[src/include/clc_map.svh]
`ifndef CLC_MAP_SVH
`define CLC_MAP_SVH
// Operation
// - text address set loads counter, targets text ram; one-line range 00H..4FH
// - two-line mode: line one 00H..27H, line two 40H..67H
// - busy flag high while an operation runs; host waits for it low
// - status read gives busy on bit 7, counter on bits 6..0
// - text or glyph data access steps counter by 1 per entry direction
// - data write stores one byte into the selected ram
// - last address-set instruction fixes the ram the counter points into
// - first read without address set is invalid; later reads are correct
// - glyph address set loads counter and targets glyph ram
// - bias select high gives 1/4 bias, low gives 1/5
// - bias select ignored when both bias-source selects are high
// - oscillator trim acts only with the adjust strap high
// - symbol address set, extension table only, loads 4-bit address 00H..0FH
// - symbol address set targets symbol ram
// - symbol display bit turns symbol segments on or off
// - booster bit acts only with internal follower; high runs booster
// - six-bit contrast: upper two and lower four bits by separate instructions
// - follower bit acts only with internal follower; high switches it on
// - gain ratio writable only with internal follower configured
// - extension table select chooses the table for later instructions
// - step direction high increments address, low decrements
// - bus width low: each byte moves as two nibbles, high first

// bus map, byte addresses
`define CLC_OFF_INSTR 8'h00
`define CLC_OFF_DATA 8'h04

// address bounds
`define CLC_TEXT_MAX_1L 7'h4F
`define CLC_TEXT_L1_END 7'h27
`define CLC_TEXT_L2_BEG 7'h40
`define CLC_TEXT_L2_END 7'h67
`define CLC_SYM_MAX 7'h0F

// extension table opcodes, upper nibble
`define CLC_OP_BIAS 4'h1
`define CLC_OP_SYMADDR 4'h4
`define CLC_OP_POWER 4'h5
`define CLC_OP_FOLLOW 4'h6
`define CLC_OP_CONTRAST 4'h7

// reset values
`define CLC_AC_RST 7'h00
`define CLC_TRIM_RST 3'h0
`define CLC_GAIN_RST 3'h0
`define CLC_CONTRAST_RST 6'h00

// timing
`define CLC_CLK_PERIOD_PS 8000
`define CLC_EXEC_TIME_PS 26300000
`define CLC_EXEC_CYCLES ((`CLC_EXEC_TIME_PS + `CLC_CLK_PERIOD_PS - 1) / `CLC_CLK_PERIOD_PS)
`endif

[src/include/clc_pkg.sv]
package clc_pkg;
   typedef enum logic [1:0] {
      CLC_TEXT,
      CLC_GLYPH,
      CLC_SYMBOL
   } clc_ram_sel_t;
endpackage : clc_pkg

[src/hdl/clc_ram.sv]
`timescale 1ns/100ps
module clc_ram #(
   parameter int AW = 7,
   parameter int DW = 8
) (
   // clock
   input wire logic ref_clk,
   // write side
   input wire logic we,
   input wire logic [AW-1:0] waddr,
   input wire logic [DW-1:0] wdata,
   // read side
   input wire logic [AW-1:0] raddr,
   output logic [DW-1:0] rdata
);
   generate
      if (AW < 1 || AW > 7 || DW < 1) begin : g_bad
         $error("clc_ram: unsupported geometry");
      end
   endgenerate

   // contents are display data, left unreset on purpose
   logic [DW-1:0] mem [0:(1<<AW)-1];

   always_ff @(posedge ref_clk) begin
      if (we) begin
         mem[waddr] <= wdata;
      end
   end

   assign rdata = mem[raddr];
endmodule : clc_ram

[src/hdl/clc_top.sv]
`timescale 1ns/100ps
`include "clc_map.svh"
module clc_top #(
   parameter int EXEC_CYCLES = `CLC_EXEC_CYCLES
) (
   // clock and reset
   input wire logic ref_clk,
   input wire logic rstn,
   // wishbone slave
   input wire logic wb_cyc_i,
   input wire logic wb_stb_i,
   input wire logic wb_we_i,
   input wire logic [7:0] wb_adr_i,
   input wire logic [3:0] wb_sel_i,
   input wire logic [31:0] wb_dat_i,
   output logic [31:0] wb_dat_o,
   output logic wb_ack_o,
   // strap pins
   input wire logic osc_adjust_strap,
   input wire logic bias_source_sel_a,
   input wire logic bias_source_sel_b,
   // drive controls
   output logic bias_quarter,
   output logic [2:0] osc_trim_eff,
   output logic symbol_on,
   output logic booster_on,
   output logic follower_on,
   output logic [2:0] gain_ratio,
   output logic [5:0] contrast_code,
   // state
   output logic busy_flag_bit,
   output logic two_line,
   output clc_pkg::clc_ram_sel_t ram_target
);
   import clc_pkg::*;

   generate
      if (EXEC_CYCLES < 1 || EXEC_CYCLES > 4095) begin : g_bad
         $error("clc_top: EXEC_CYCLES out of range");
      end
   endgenerate

   // strap synchronisers: change counts once stages two and three agree
   logic [2:0] strap_s1;
   logic [2:0] strap_s2;
   logic [2:0] strap_s3;
   logic [2:0] strap;

   always_ff @(posedge ref_clk or negedge rstn) begin
      if (!rstn) begin
         strap_s1 <= 3'h0;
         strap_s2 <= 3'h0;
         strap_s3 <= 3'h0;
         strap <= 3'h0;
      end else begin
         strap_s1 <= {osc_adjust_strap, bias_source_sel_b, bias_source_sel_a};
         strap_s2 <= strap_s1;
         strap_s3 <= strap_s2;
         for (int i = 0; i < 3; i++) begin
            if (strap_s2[i] == strap_s3[i]) begin
               strap[i] <= strap_s3[i];
            end
         end
      end
   end

   logic ext_bias;
   logic internal_fol;
   assign ext_bias = strap[0] & strap[1];
   assign internal_fol = ~strap[0] & ~strap[1];

   // control state
   logic [6:0] addr_counter;
   logic ext_table_select;
   logic bus_width_sel;
   logic entry_inc;
   logic bias_select;
   logic [2:0] osc_trim;
   logic booster_en;
   logic follower_en;
   logic nib_phase;
   logic [3:0] nib_hi;
   logic [11:0] busy_cnt;
   logic fetch;
   logic [7:0] read_latch;

   // bus front end
   logic req;
   logic hit_instr;
   logic hit_data;
   logic wr_req;
   logic rd_ok;
   logic full8;
   logic [7:0] instr_holding;
   logic exec;
   logic exec_instr;
   logic exec_data;
   logic data_rd_done;

   assign req = wb_cyc_i & wb_stb_i & ~wb_ack_o;
   assign hit_instr = wb_adr_i == `CLC_OFF_INSTR;
   assign hit_data = wb_adr_i == `CLC_OFF_DATA;
   // instructions landing while busy are dropped, the host must poll first
   assign wr_req = req & wb_we_i & wb_sel_i[0] & (hit_instr | hit_data) & ~busy_flag_bit;
   assign rd_ok = req & ~wb_we_i & (hit_instr | (hit_data & ~busy_flag_bit));
   assign full8 = bus_width_sel | nib_phase;
   assign instr_holding = bus_width_sel ? wb_dat_i[7:0] : {nib_hi, wb_dat_i[7:4]};
   assign exec = wr_req & full8;
   assign exec_instr = exec & hit_instr;
   assign exec_data = exec & hit_data;
   assign data_rd_done = rd_ok & hit_data & full8;

   // decode
   logic [3:0] op_hi;
   logic dec_text;
   logic dec_glyph;
   logic dec_func;
   logic dec_entry;
   logic dec_bias;
   logic dec_symaddr;
   logic dec_power;
   logic dec_follow;
   logic dec_contrast;
   logic addr_set;

   assign op_hi = instr_holding[7:4];
   assign dec_text = exec_instr & instr_holding[7];
   assign dec_glyph = exec_instr & ~ext_table_select & (instr_holding[7:6] == 2'b01);
   assign dec_func = exec_instr & (instr_holding[7:5] == 3'b001);
   assign dec_entry = exec_instr & (instr_holding[7:2] == 6'b000001);
   assign dec_bias = exec_instr & ext_table_select & (op_hi == `CLC_OP_BIAS);
   assign dec_symaddr = exec_instr & ext_table_select & (op_hi == `CLC_OP_SYMADDR);
   assign dec_power = exec_instr & ext_table_select & (op_hi == `CLC_OP_POWER);
   assign dec_follow = exec_instr & ext_table_select & (op_hi == `CLC_OP_FOLLOW);
   assign dec_contrast = exec_instr & ext_table_select & (op_hi == `CLC_OP_CONTRAST);
   assign addr_set = dec_text | dec_glyph | dec_symaddr;

   function automatic logic [6:0] step_addr(input clc_ram_sel_t s, input logic [6:0] a,
                                            input logic up, input logic two);
      logic [6:0] r;
      r = a;
      case (s)
         CLC_TEXT: begin
            if (two) begin
               if (up) begin
                  r = (a == `CLC_TEXT_L1_END) ? `CLC_TEXT_L2_BEG :
                      (a == `CLC_TEXT_L2_END) ? 7'h00 : a + 7'h01;
               end else begin
                  r = (a == 7'h00) ? `CLC_TEXT_L2_END :
                      (a == `CLC_TEXT_L2_BEG) ? `CLC_TEXT_L1_END : a - 7'h01;
               end
            end else begin
               if (up) begin
                  r = (a == `CLC_TEXT_MAX_1L) ? 7'h00 : a + 7'h01;
               end else begin
                  r = (a == 7'h00) ? `CLC_TEXT_MAX_1L : a - 7'h01;
               end
            end
         end
         CLC_GLYPH: r = {1'b0, up ? a[5:0] + 6'h01 : a[5:0] - 6'h01};
         CLC_SYMBOL: r = {3'h0, up ? a[3:0] + 4'h1 : a[3:0] - 4'h1};
         default: r = a;
      endcase
      return r;
   endfunction : step_addr

   // wishbone handshake and read data
   logic [7:0] rd_byte;
   logic [7:0] lane_byte;
   always_comb begin
      rd_byte = hit_instr ? {busy_flag_bit, addr_counter} : read_latch;
      if (bus_width_sel) begin
         lane_byte = rd_byte;
      end else if (nib_phase) begin
         lane_byte = {rd_byte[3:0], 4'h0};
      end else begin
         lane_byte = {rd_byte[7:4], 4'h0};
      end
   end

   always_ff @(posedge ref_clk or negedge rstn) begin
      if (!rstn) begin
         wb_ack_o <= 1'b0;
         wb_dat_o <= 32'h0000_0000;
      end else begin
         wb_ack_o <= req;
         if (rd_ok) begin
            wb_dat_o <= {24'h00_0000, lane_byte};
         end else if (req) begin
            // unmapped or busy data read answers zero
            wb_dat_o <= 32'h0000_0000;
         end
      end
   end

   // nibble pairing, shared by reads and writes
   always_ff @(posedge ref_clk or negedge rstn) begin
      if (!rstn) begin
         nib_phase <= 1'b0;
         nib_hi <= 4'h0;
      end else if (bus_width_sel | dec_func) begin
         nib_phase <= 1'b0;
      end else if (wr_req | rd_ok) begin
         nib_phase <= ~nib_phase;
         if (wr_req & ~nib_phase) begin
            nib_hi <= wb_dat_i[7:4];
         end
      end
   end

   // busy timer
   always_ff @(posedge ref_clk or negedge rstn) begin
      if (!rstn) begin
         busy_cnt <= 12'h000;
         busy_flag_bit <= 1'b0;
      end else if (exec | data_rd_done) begin
         busy_cnt <= 12'(EXEC_CYCLES);
         busy_flag_bit <= 1'b1;
      end else if (busy_cnt != 12'h000) begin
         busy_cnt <= busy_cnt - 12'h001;
         busy_flag_bit <= (busy_cnt != 12'h001);
      end
   end

   // address counter and target ram
   always_ff @(posedge ref_clk or negedge rstn) begin
      if (!rstn) begin
         addr_counter <= `CLC_AC_RST;
         ram_target <= CLC_TEXT;
      end else if (dec_text) begin
         addr_counter <= instr_holding[6:0];
         ram_target <= CLC_TEXT;
      end else if (dec_glyph) begin
         addr_counter <= {1'b0, instr_holding[5:0]};
         ram_target <= CLC_GLYPH;
      end else if (dec_symaddr) begin
         addr_counter <= {3'h0, instr_holding[3:0]};
         ram_target <= CLC_SYMBOL;
      end else if (exec_data | data_rd_done) begin
         addr_counter <= step_addr(ram_target, addr_counter, entry_inc, two_line);
      end
   end

   // mode bits from the normal table
   always_ff @(posedge ref_clk or negedge rstn) begin
      if (!rstn) begin
         ext_table_select <= 1'b0;
         bus_width_sel <= 1'b1;
         two_line <= 1'b0;
         entry_inc <= 1'b1;
      end else if (dec_func) begin
         bus_width_sel <= instr_holding[4];
         two_line <= instr_holding[3];
         ext_table_select <= instr_holding[0];
      end else if (dec_entry) begin
         entry_inc <= instr_holding[1];
      end
   end

   // extension table settings
   always_ff @(posedge ref_clk or negedge rstn) begin
      if (!rstn) begin
         bias_select <= 1'b0;
         osc_trim <= `CLC_TRIM_RST;
         symbol_on <= 1'b0;
         booster_en <= 1'b0;
         follower_en <= 1'b0;
         gain_ratio <= `CLC_GAIN_RST;
         contrast_code <= `CLC_CONTRAST_RST;
      end else begin
         if (dec_bias) begin
            bias_select <= instr_holding[3];
            osc_trim <= instr_holding[2:0];
         end
         if (dec_power) begin
            symbol_on <= instr_holding[3];
         end
         if (dec_power & internal_fol) begin
            booster_en <= instr_holding[2];
            contrast_code[5:4] <= instr_holding[1:0];
         end
         if (dec_follow & internal_fol) begin
            follower_en <= instr_holding[3];
            gain_ratio <= instr_holding[2:0];
         end
         if (dec_contrast & internal_fol) begin
            contrast_code[3:0] <= instr_holding[3:0];
         end
      end
   end

   // effective drive controls
   always_ff @(posedge ref_clk or negedge rstn) begin
      if (!rstn) begin
         bias_quarter <= 1'b0;
         osc_trim_eff <= `CLC_TRIM_RST;
         booster_on <= 1'b0;
         follower_on <= 1'b0;
      end else begin
         bias_quarter <= bias_select & ~ext_bias;
         osc_trim_eff <= strap[2] ? osc_trim : `CLC_TRIM_RST;
         booster_on <= booster_en & internal_fol;
         follower_on <= follower_en & internal_fol;
      end
   end

   // ram storage
   logic [7:0] text_rd;
   logic [7:0] glyph_rd;
   logic [7:0] sym_rd;

   clc_ram #(.AW(7), .DW(8)) u_text_ram (
      .ref_clk(ref_clk),
      .we(exec_data & (ram_target == CLC_TEXT)),
      .waddr(addr_counter),
      .wdata(instr_holding),
      .raddr(addr_counter),
      .rdata(text_rd)
   );

   clc_ram #(.AW(6), .DW(8)) u_glyph_ram (
      .ref_clk(ref_clk),
      .we(exec_data & (ram_target == CLC_GLYPH)),
      .waddr(addr_counter[5:0]),
      .wdata(instr_holding),
      .raddr(addr_counter[5:0]),
      .rdata(glyph_rd)
   );

   clc_ram #(.AW(4), .DW(8)) u_symbol_seg_ram (
      .ref_clk(ref_clk),
      .we(exec_data & (ram_target == CLC_SYMBOL)),
      .waddr(addr_counter[3:0]),
      .wdata(instr_holding),
      .raddr(addr_counter[3:0]),
      .rdata(sym_rd)
   );

   // read latch: refilled only after address set or a read, so a read
   // without a prior address set hands back stale data
   always_ff @(posedge ref_clk or negedge rstn) begin
      if (!rstn) begin
         fetch <= 1'b0;
         read_latch <= 8'h00;
      end else begin
         fetch <= addr_set | data_rd_done;
         if (fetch) begin
            case (ram_target)
               CLC_TEXT: read_latch <= text_rd;
               CLC_GLYPH: read_latch <= glyph_rd;
               CLC_SYMBOL: read_latch <= sym_rd;
               default: read_latch <= 8'h00;
            endcase
         end
      end
   end

   // checks
   property p_busy_set;
      @(posedge ref_clk) disable iff (!rstn)
      exec |=> busy_flag_bit ##1 busy_flag_bit;
   endproperty
   a_busy_set: assert property (p_busy_set) else $error("busy not raised");

   property p_status;
      @(posedge ref_clk) disable iff (!rstn)
      (rd_ok && hit_instr && bus_width_sel) |=>
         wb_dat_o[7:0] == {$past(busy_flag_bit), $past(addr_counter)};
   endproperty
   a_status: assert property (p_status) else $error("status byte wrong");

   property p_text_set;
      @(posedge ref_clk) disable iff (!rstn)
      dec_text |=> (addr_counter == $past(instr_holding[6:0])) && (ram_target == CLC_TEXT);
   endproperty
   a_text_set: assert property (p_text_set) else $error("text address not loaded");

   property p_glyph_set;
      @(posedge ref_clk) disable iff (!rstn)
      dec_glyph |=> ram_target == CLC_GLYPH;
   endproperty
   a_glyph_set: assert property (p_glyph_set) else $error("glyph not targeted");

   property p_wrap_two_line;
      @(posedge ref_clk) disable iff (!rstn)
      (exec_data && ram_target == CLC_TEXT && two_line && entry_inc &&
       addr_counter == 7'h27) |=> addr_counter == 7'h40;
   endproperty
   a_wrap_two_line: assert property (p_wrap_two_line) else $error("line wrap wrong");

   property p_step_down;
      @(posedge ref_clk) disable iff (!rstn)
      (exec_data && ram_target == CLC_GLYPH && !entry_inc && addr_counter == 7'h10)
         |=> addr_counter == 7'h0F;
   endproperty
   a_step_down: assert property (p_step_down) else $error("decrement wrong");

   property p_sym_addr;
      @(posedge ref_clk) disable iff (!rstn)
      dec_symaddr |=> (addr_counter <= 7'h0F) && (ram_target == CLC_SYMBOL);
   endproperty
   a_sym_addr: assert property (p_sym_addr) else $error("symbol address wrong");

   property p_ext_bias;
      @(posedge ref_clk) disable iff (!rstn)
      ext_bias |=> !bias_quarter;
   endproperty
   a_ext_bias: assert property (p_ext_bias) else $error("bias not ignored");

   property p_booster_lock;
      @(posedge ref_clk) disable iff (!rstn)
      (dec_power && !internal_fol) |=> $stable(booster_en) && $stable(contrast_code);
   endproperty
   a_booster_lock: assert property (p_booster_lock) else $error("locked write took");

   property p_nibble_hold;
      @(posedge ref_clk) disable iff (!rstn)
      (wr_req && !bus_width_sel && !nib_phase) |=> !busy_flag_bit && nib_phase;
   endproperty
   a_nibble_hold: assert property (p_nibble_hold) else $error("half byte executed");
endmodule : clc_top

[config.mk]
export PLATFORM = sky130hd
export DESIGN_NAME = clc_top
export DESIGN_NICKNAME = d
export VERILOG_FILES = /design/src/include/clc_pkg.sv /design/src/hdl/clc_ram.sv /design/src/hdl/clc_top.sv
export VERILOG_INCLUDE_DIRS = /design/src /design/src/include
export SDC_FILE = /design/constraint.sdc
export NUM_CORES = 2
export LEC_CHECK = 0
export ABC_AREA = 1
export BUFFER_PORTS_ARGS = -buffer_cell sky130_fd_sc_hd__buf_2
export CORE_MARGIN = 10
export CORE_UTILIZATION = 60
export DETAILED_ROUTE_END_ITERATION = 10
export GPL_TIMING_DRIVEN = 0
export PLACE_DENSITY = 0.76
export SLEW_MARGIN = 20
export SYNTH_ARGS = -nofsm -noshare
export SYNTH_HDL_FRONTEND = slang
export SYNTH_SLANG_ARGS = --single-unit
[constraint.sdc]
create_clock -name ref_clk -period 7.9 [get_ports ref_clk]
set_clock_uncertainty 0.05 [all_clocks]
set_input_delay 0.79 -clock ref_clk [delete_from_list [all_inputs] [get_ports ref_clk]]
set_output_delay 0.79 -clock ref_clk [all_outputs]
set_load 0.02 [all_outputs]
# --- After elaboration in Yosys (flattened, before gate mapping) ---
# Memories as Yosys holds them, arrays and structs flattened.
# Cells that the tools add are included.
op_classes:
  n_addsub: 7
  mux: 39
  eq_ne: 19
  bitwise: 57
  n_reduce_logical: 13
op_table:
  columns: ["operator", "count"]
  rows:
  - ["$mux 7", 13]
  - ["$mux 32", 2]
  - ["$and 1x1->1", 37]
  - ["$mux 8", 4]
  - ["$mux 12", 2]
  - ["$pmux 8 s3", 1]
  - ["$eq 7x7->1 const B", 3]
  - ["$pmux 7 s3", 1]
  - ["$eq 4x3->1 const B", 4]
  - ["$ne 12x1->1 const B", 1]
  - ["$reduce_bool 12->1", 1]
  - ["$sub 12x1->12 const B", 1]
  - ["$mux 1", 10]
  - ["$not 1->1", 10]
  - ["$or 1x1->1", 10]
  - ["$eq 8x3->1 const B", 1]
  - ["$logic_not 8->1", 1]
  - ["$add 7x1->7 const B", 1]
  - ["$eq 7x6->1 const B", 1]
  - ["$logic_not 7->1", 1]
  - ["$sub 7x1->7 const B", 1]
  - ["$add 6x1->6 const B", 1]
  - ["$eq 6x1->1 const B", 1]
  - ["$mux 2", 3]
  - ["other kinds (18)", 24]
word_totals:
  regBits: 107
  mem_bits_rw: 1664
  elab_cells: 170
  n_memories: 3
  output_inout_bits: 53
mem_list:
  columns: ["name", "words", "word_bits", "rd", "rd_clocked_by_memory_dff", "wr", "line", "rtl"]
  rows:
  - ["u_text_ram.mem", 128, 8, 1, 0, 1, "clc_ram.sv:23", "logic [DW-1:0] mem [0:(1<<AW)-1];"]
  - ["u_glyph_ram.mem", 64, 8, 1, 0, 1, "clc_ram.sv:23", null]
  - ["u_symbol_seg_ram.mem", 16, 8, 1, 0, 1, "clc_ram.sv:23", null]

# --- Logic depth before layout (Yosys ltp) ---
logic_depth:
  depth_word: 13
  mapped_depth: 20

# --- By module ---
# A second synthesis with hierarchy kept.
hier_totals:
  cells_unflattened: 6535
  area_unflattened_um2: 73569.3
by_module_without_submodules:
  columns: ["module", "seq_area_each_um2", "instances", "area_per_inst_um2", "cells_each"]
  rows:
  - ["clc_ram at u_text_ram", 30749.5, 1, 41944.0, 3567]
  - ["clc_ram at u_glyph_ram", 15374.7, 1, 21179.1, 1797]
  - ["clc_ram at u_symbol_seg_ram", 3843.7, 1, 5606.6, 543]
  - ["clc_top", 2079.5, 1, 4839.6, 628]

# --- Worst setup path after synthesis ---
# No wires, ideal clock.
synth_timing:
  path_kind: "input -> register"
  start: "input wb_dat_i[5]"
  end: "register addr_counter[1]"
  path_buffers: 0
  path_stages: 11
  arrival_ns: 4.293
  slack_ns: 3.440
  t_required_ns: 7.734
  cell_sequence: "inv_1 > nand2_1 > o21ai_1 > inv_1 > nor2_1 > nand4_2 > nand4_2 > nand2_2 > inv_2 > nand2_1 > nand2_1"
synth_via:
  elab_chain_len: 6
  elab_cells_between_ends: 9
synth_rtl:
  columns: ["item", "line", "rtl"]
  rows:
  - ["start: declaration", "clc_top.sv:15", "input wire logic [31:0] wb_dat_i,"]
  - ["$mux 8 (*)", "clc_top.sv:107", "assign instr_holding = bus_width_sel ? wb_dat_i[7:0] : {nib_hi, wb_dat_i[7:4]};"]
  - ["named net instr_holding[5]", "clc_top.sv:94", "logic [7:0] instr_holding;"]
  - ["$eq 4x3->1 (no source line) (*)", null, null]
  - ["$and 1x1->1 (*)", "clc_top.sv:132", "assign dec_symaddr = exec_instr & ext_table_select & (op_hi == `CLC_OP_SYMADDR);"]
  - ["$mux 7", "clc_top.sv:236", "end else if (dec_symaddr) begin"]
  - ["$mux 7", "clc_top.sv:233", "end else if (dec_glyph) begin"]
  - ["$mux 7", "clc_top.sv:230", "end else if (dec_text) begin"]
  - ["end signal: assignment", "clc_top.sv:231", "addr_counter <= instr_holding[6:0];"]
  - ["end signal: assignment", "clc_top.sv:234", "addr_counter <= {1'b0, instr_holding[5:0]};"]
  - ["end signal: assignment", "clc_top.sv:237", "addr_counter <= {3'h0, instr_holding[3:0]};"]
  - ["end: declaration", "clc_top.sv:73", "logic [6:0] addr_counter;"]
# Mark *: on every way through the listed nets, which the timed path passes. The rest lies on a longest branch.
# A chain may end at the register's enable or synchronous reset.

# --- Final worst setup path ---
layout_timing:
  start: "register addr_counter[0]"
  end: "memory u_glyph_ram.mem[60][2], enable pin"
layout_lines:
  columns: ["item", "line", "rtl"]
  rows:
  - ["start signal: assignment", "clc_top.sv:228", "addr_counter <= `CLC_AC_RST;"]
  - ["start signal: assignment", "clc_top.sv:231", null]
  - ["start signal: assignment", "clc_top.sv:234", null]
  - ["end: declaration", "clc_ram.sv:23", null]
# No word-level cell before the write port.

==> key figures <==
Route
  • Via count: 54351
  • Top Metal Used: met4
  • Pre-Repair DR Iteration Count: 8
  • Via density: 5.76
  • Residual DRC: 0
  • WL met3: 24400 µm
  • Post-route antenna net violation count: 0
  • Met1 wire length: 76800 µm
  • DR WL met2: 101000 µm
  • DR iter-0 viols: 7289
  • Avg WL per Cell: 23.2 µm
  • Drt total wl: 219000 µm

Global routing
  • Vias in the first global route: 51789
  • Largest net degree at the start of global routing: 121
  • Initial antenna violation count: 1
  • First-pass GRT wire length: 320000 µm
  • Gr ovfl total: 0
  • GRT Overall Usage: 30.6%

Power and ir drop
  • NetSw: 3560 µW
  • Tot Pwr: 18200 µW
  • PD cells: 218 nW/µm²
  • Clk pwr share: 43.8%
  • Net Sw Frac: 19.6%
  • Seq pwr share: 55.4%
  • Comb power frac: 0.8%
  • P_int: 14600 µW
  • P_leak: 0.0325 µW
  • Maximum vdd ir drop: 253 µV

Run status
  • Status: complete, no violations

Clock network
  • Buffer levels on the longest clock path: 3
  • Worst-path clk slew: 0.06 ns
  • Clk sinks: 1747
  • Post-CTS Resized: 0
  • Root Driver: clkbuf_16
  • CTS buffer count: 169
  • CTS tree: built
  • Clock Latency Late Sink: 0.82 ns
  • H-tree depth: 4

Floorplan
  • Row count: 129
  • Die area: 139000 µm²
  • Io pins: 105
  • Die Wd: 373 µm
  • DIE HEIGHT: 373 µm
  • Initial Utilization: 60.5%
  • Total core area: 124000 µm²

Synth
  • Seq/Total Area, Yosys: 69.5%
  • #FFs+latches synth: 1747
  • Synth warn: 0
  • Syn Inst Count: 7389
  • Mapped Area: 74900 µm²
  • Syn_area_per_cell: 10.1 µm²
  • Library cells used by synthesis: 57

Place
  • IO Port Bufs: 53
  • Final RePlAce weighted congestion: 0.999
  • Final HPWL DP: 144000 µm
  • Cell count after placement: 9121

Worst setup path
  • Worst setup EP type: flip-flop
  • Critical path class: reg -> reg
  • Worst EP arrival: 4.70 ns
  • Crit-path max FO: 10
  • Nature of the critical path startpoint: flip-flop
  • Worst endpoint required time: 8.28 ns

Final layout
  • Most common cell after layout, fill and taps aside: nand2_1
  • FF+latch area: 52000 µm²
  • Final-layout fill cell count: 9037
  • Layout Cells excl Fill: 9432
  • Footprint of the multi-input gates: 20500 µm²
  • Highest-count cells in the layout ignoring fill and taps: nand2_1, edfxtp_1, nor2_1
  • Share of cells above drive strength 1: 8.30%
  • NumNets Final: 7723
  • Synth-to-Final Area Change: 11.1%

Timing
  • Period utilization: 54.8%
  • Slew margin rel.: 18.4%
  • Final setup fails: 0
  • RSZ-0062 raised after global routing: false
  • Fin Setup TNS: 0 ns
  • Fmax: 0.231 GHz
  • Pins over their slew limit: 0
  • Period minus WS final: 4.33 ns
  • Final Hold Viols: 0
  • Worst slew pin tran: 1.22 ns

Flow run
  • Max capacitance violation total: 0

Min path
  • Worst hold path type: in -> reg
==> final cells by class <==
type / instances / share of cell area [%]
antenna: 4 / 0.0120
sequential: 1747 / 62.5
tap: 1637 / 2.46
timing repair buffer: 73 / 0.850
clock buffer: 223 / 5.52
clock inverter: 83 / 0.912
multi-input combinational: 5151 / 24.7
buffer: 378 / 2.37
inverter: 136 / 0.700
==> state kept, by name (all words and copies together), names as in the netlist, 4 cells and up <==
name / count
u_text_ram.mem: 1024
u_glyph_ram.mem: 512
u_symbol_seg_ram.mem: 128
busy_cnt: 12
read_latch: 8
wb_dat_o: 8
addr_counter: 7
contrast_code: 6
nib_hi: 4
==> repair_timing <==
action                     CTS  global route
hold buffers                 1             0
buffers inserted             0             0
hold endpoints to repair    28             0
setup endpoints to repair    0             0
==> path summary, 6_finish.rpt <==
kind / from / slack, ns / end / cells after the start
min: osc_adjust_strap / 0.03 / strap_s1[2]$_DFF_PN0_ / 1
max: addr_counter[0]$_DFFE_PN0P_ / 3.57 / u_glyph_ram.mem[60][2]$_DFFE_PP_ / 8
max in group asynchronous: rstn / 6.73 / bus_width_sel$_DFFE_PN1P_ / 3
min reg2reg: strap_s1[1]$_DFF_PN0_ / 0.30 / strap_s2[1]$_DFF_PN0_ / 0
min in group asynchronous: rstn / 0.45 / wb_dat_o[4]$_DFFE_PN0P_ / 2
max reg2reg: addr_counter[0]$_DFFE_PN0P_ / 3.57 / u_glyph_ram.mem[60][2]$_DFFE_PP_ / 8
==> power by group through the flow <==
stage                     combinational (µW)  clock (µW)  sequential, µW
after floorplan                         59.8           0           10300
after global placement                   120           0           10300
after detailed placement                 141           0           10300
after CTS                                141        7930           10100
after global routing                     153        8310           10100
final                                    144        7950           10100
==> metrics by stage <==
stage / setup WS (ns) / utilization, % / cell area (µm²) / hold WS [ns]
global placement: -0.741 / 62.4 / 77300 / 0.283
CTS: 3.80 / 67.2 / 83300 / 0.00692
finish: 3.57 / 67.2 / 83300 / 0.0348
floorplan: 3.44 / - / 75000 / 0.281
detailed placement: 3.77 / 62.8 / 77900 / 0.286
global route: 3.66 / 67.2 / 83300 / 0.0287
==> synth_stat cells (all sizes together) <==
cell type	number	area [µm²]
o22ai	2	12.5
o2bb2ai	1	8.76
nand2	4281	16100
o211ai	2	20.0
a211oi	2	15.0
inv	133	512
clkinv	3	11.3
xor2	7	61.3
a22oi	10	75.1
nor4	4	40.0
a22o	4	35.0
nor3b	2	15.0
dfrtp	81	2030
o21ai	125	629
dfstp	2	52.6
nand3	61	360
conb	1	3.75
o31ai	3	22.5
o2111ai	2	17.5
edfxtp	1664	50000
nor3	20	111
nor2	391	1540
nand3b	1	7.51
a221oi	1	8.76
buf	309	1710
fa	1	20.0
nand4	27	194
and3	1	6.26
a21oi	136	681
maj3	3	30.0
nor4b	1	8.76
a21boi	2	15.0
o21a	2	15.0
clkbuf	69	259
a32o	4	40.0
ha	14	175
a31oi	4	25.0
or2	13	81.3
==> per-layer routing <==
layer,up-vias,GRT usage [%]
met1,25341,37.2
met5,-,0
met2,3545,49.4
met3,811,6.72
met4,0,19.8
li1,24654,-
==> cell families (layout without fill, tap and decap cells) <==
kind of cell | after synthesis | after routing | synth area share (%)
xor+xnor | 7 | 7 | 0.0818
buf+inv | 514 | 893 | 3.33
flops | 1747 | 1747 | 69.5
other cells | 1 | 28 | 0.00500
compound gates | 300 | 300 | 2.16
fa+ha+maj | 18 | 18 | 0.301
simple gates | 4802 | 4802 | 24.7
==> worst max-delay path, stage by stage, from the launching register on <==
cell	delay (ns)
dfrtp_1	0.44
buf_4	0.24
inv_4	0.20
buf_2	0.46
nand3_2	0.30
inv_2	0.33
buf_2	0.38
nand2_1	0.46
nor2_1	1.07
Note: power is estimated with default switching activity, not from simulation.
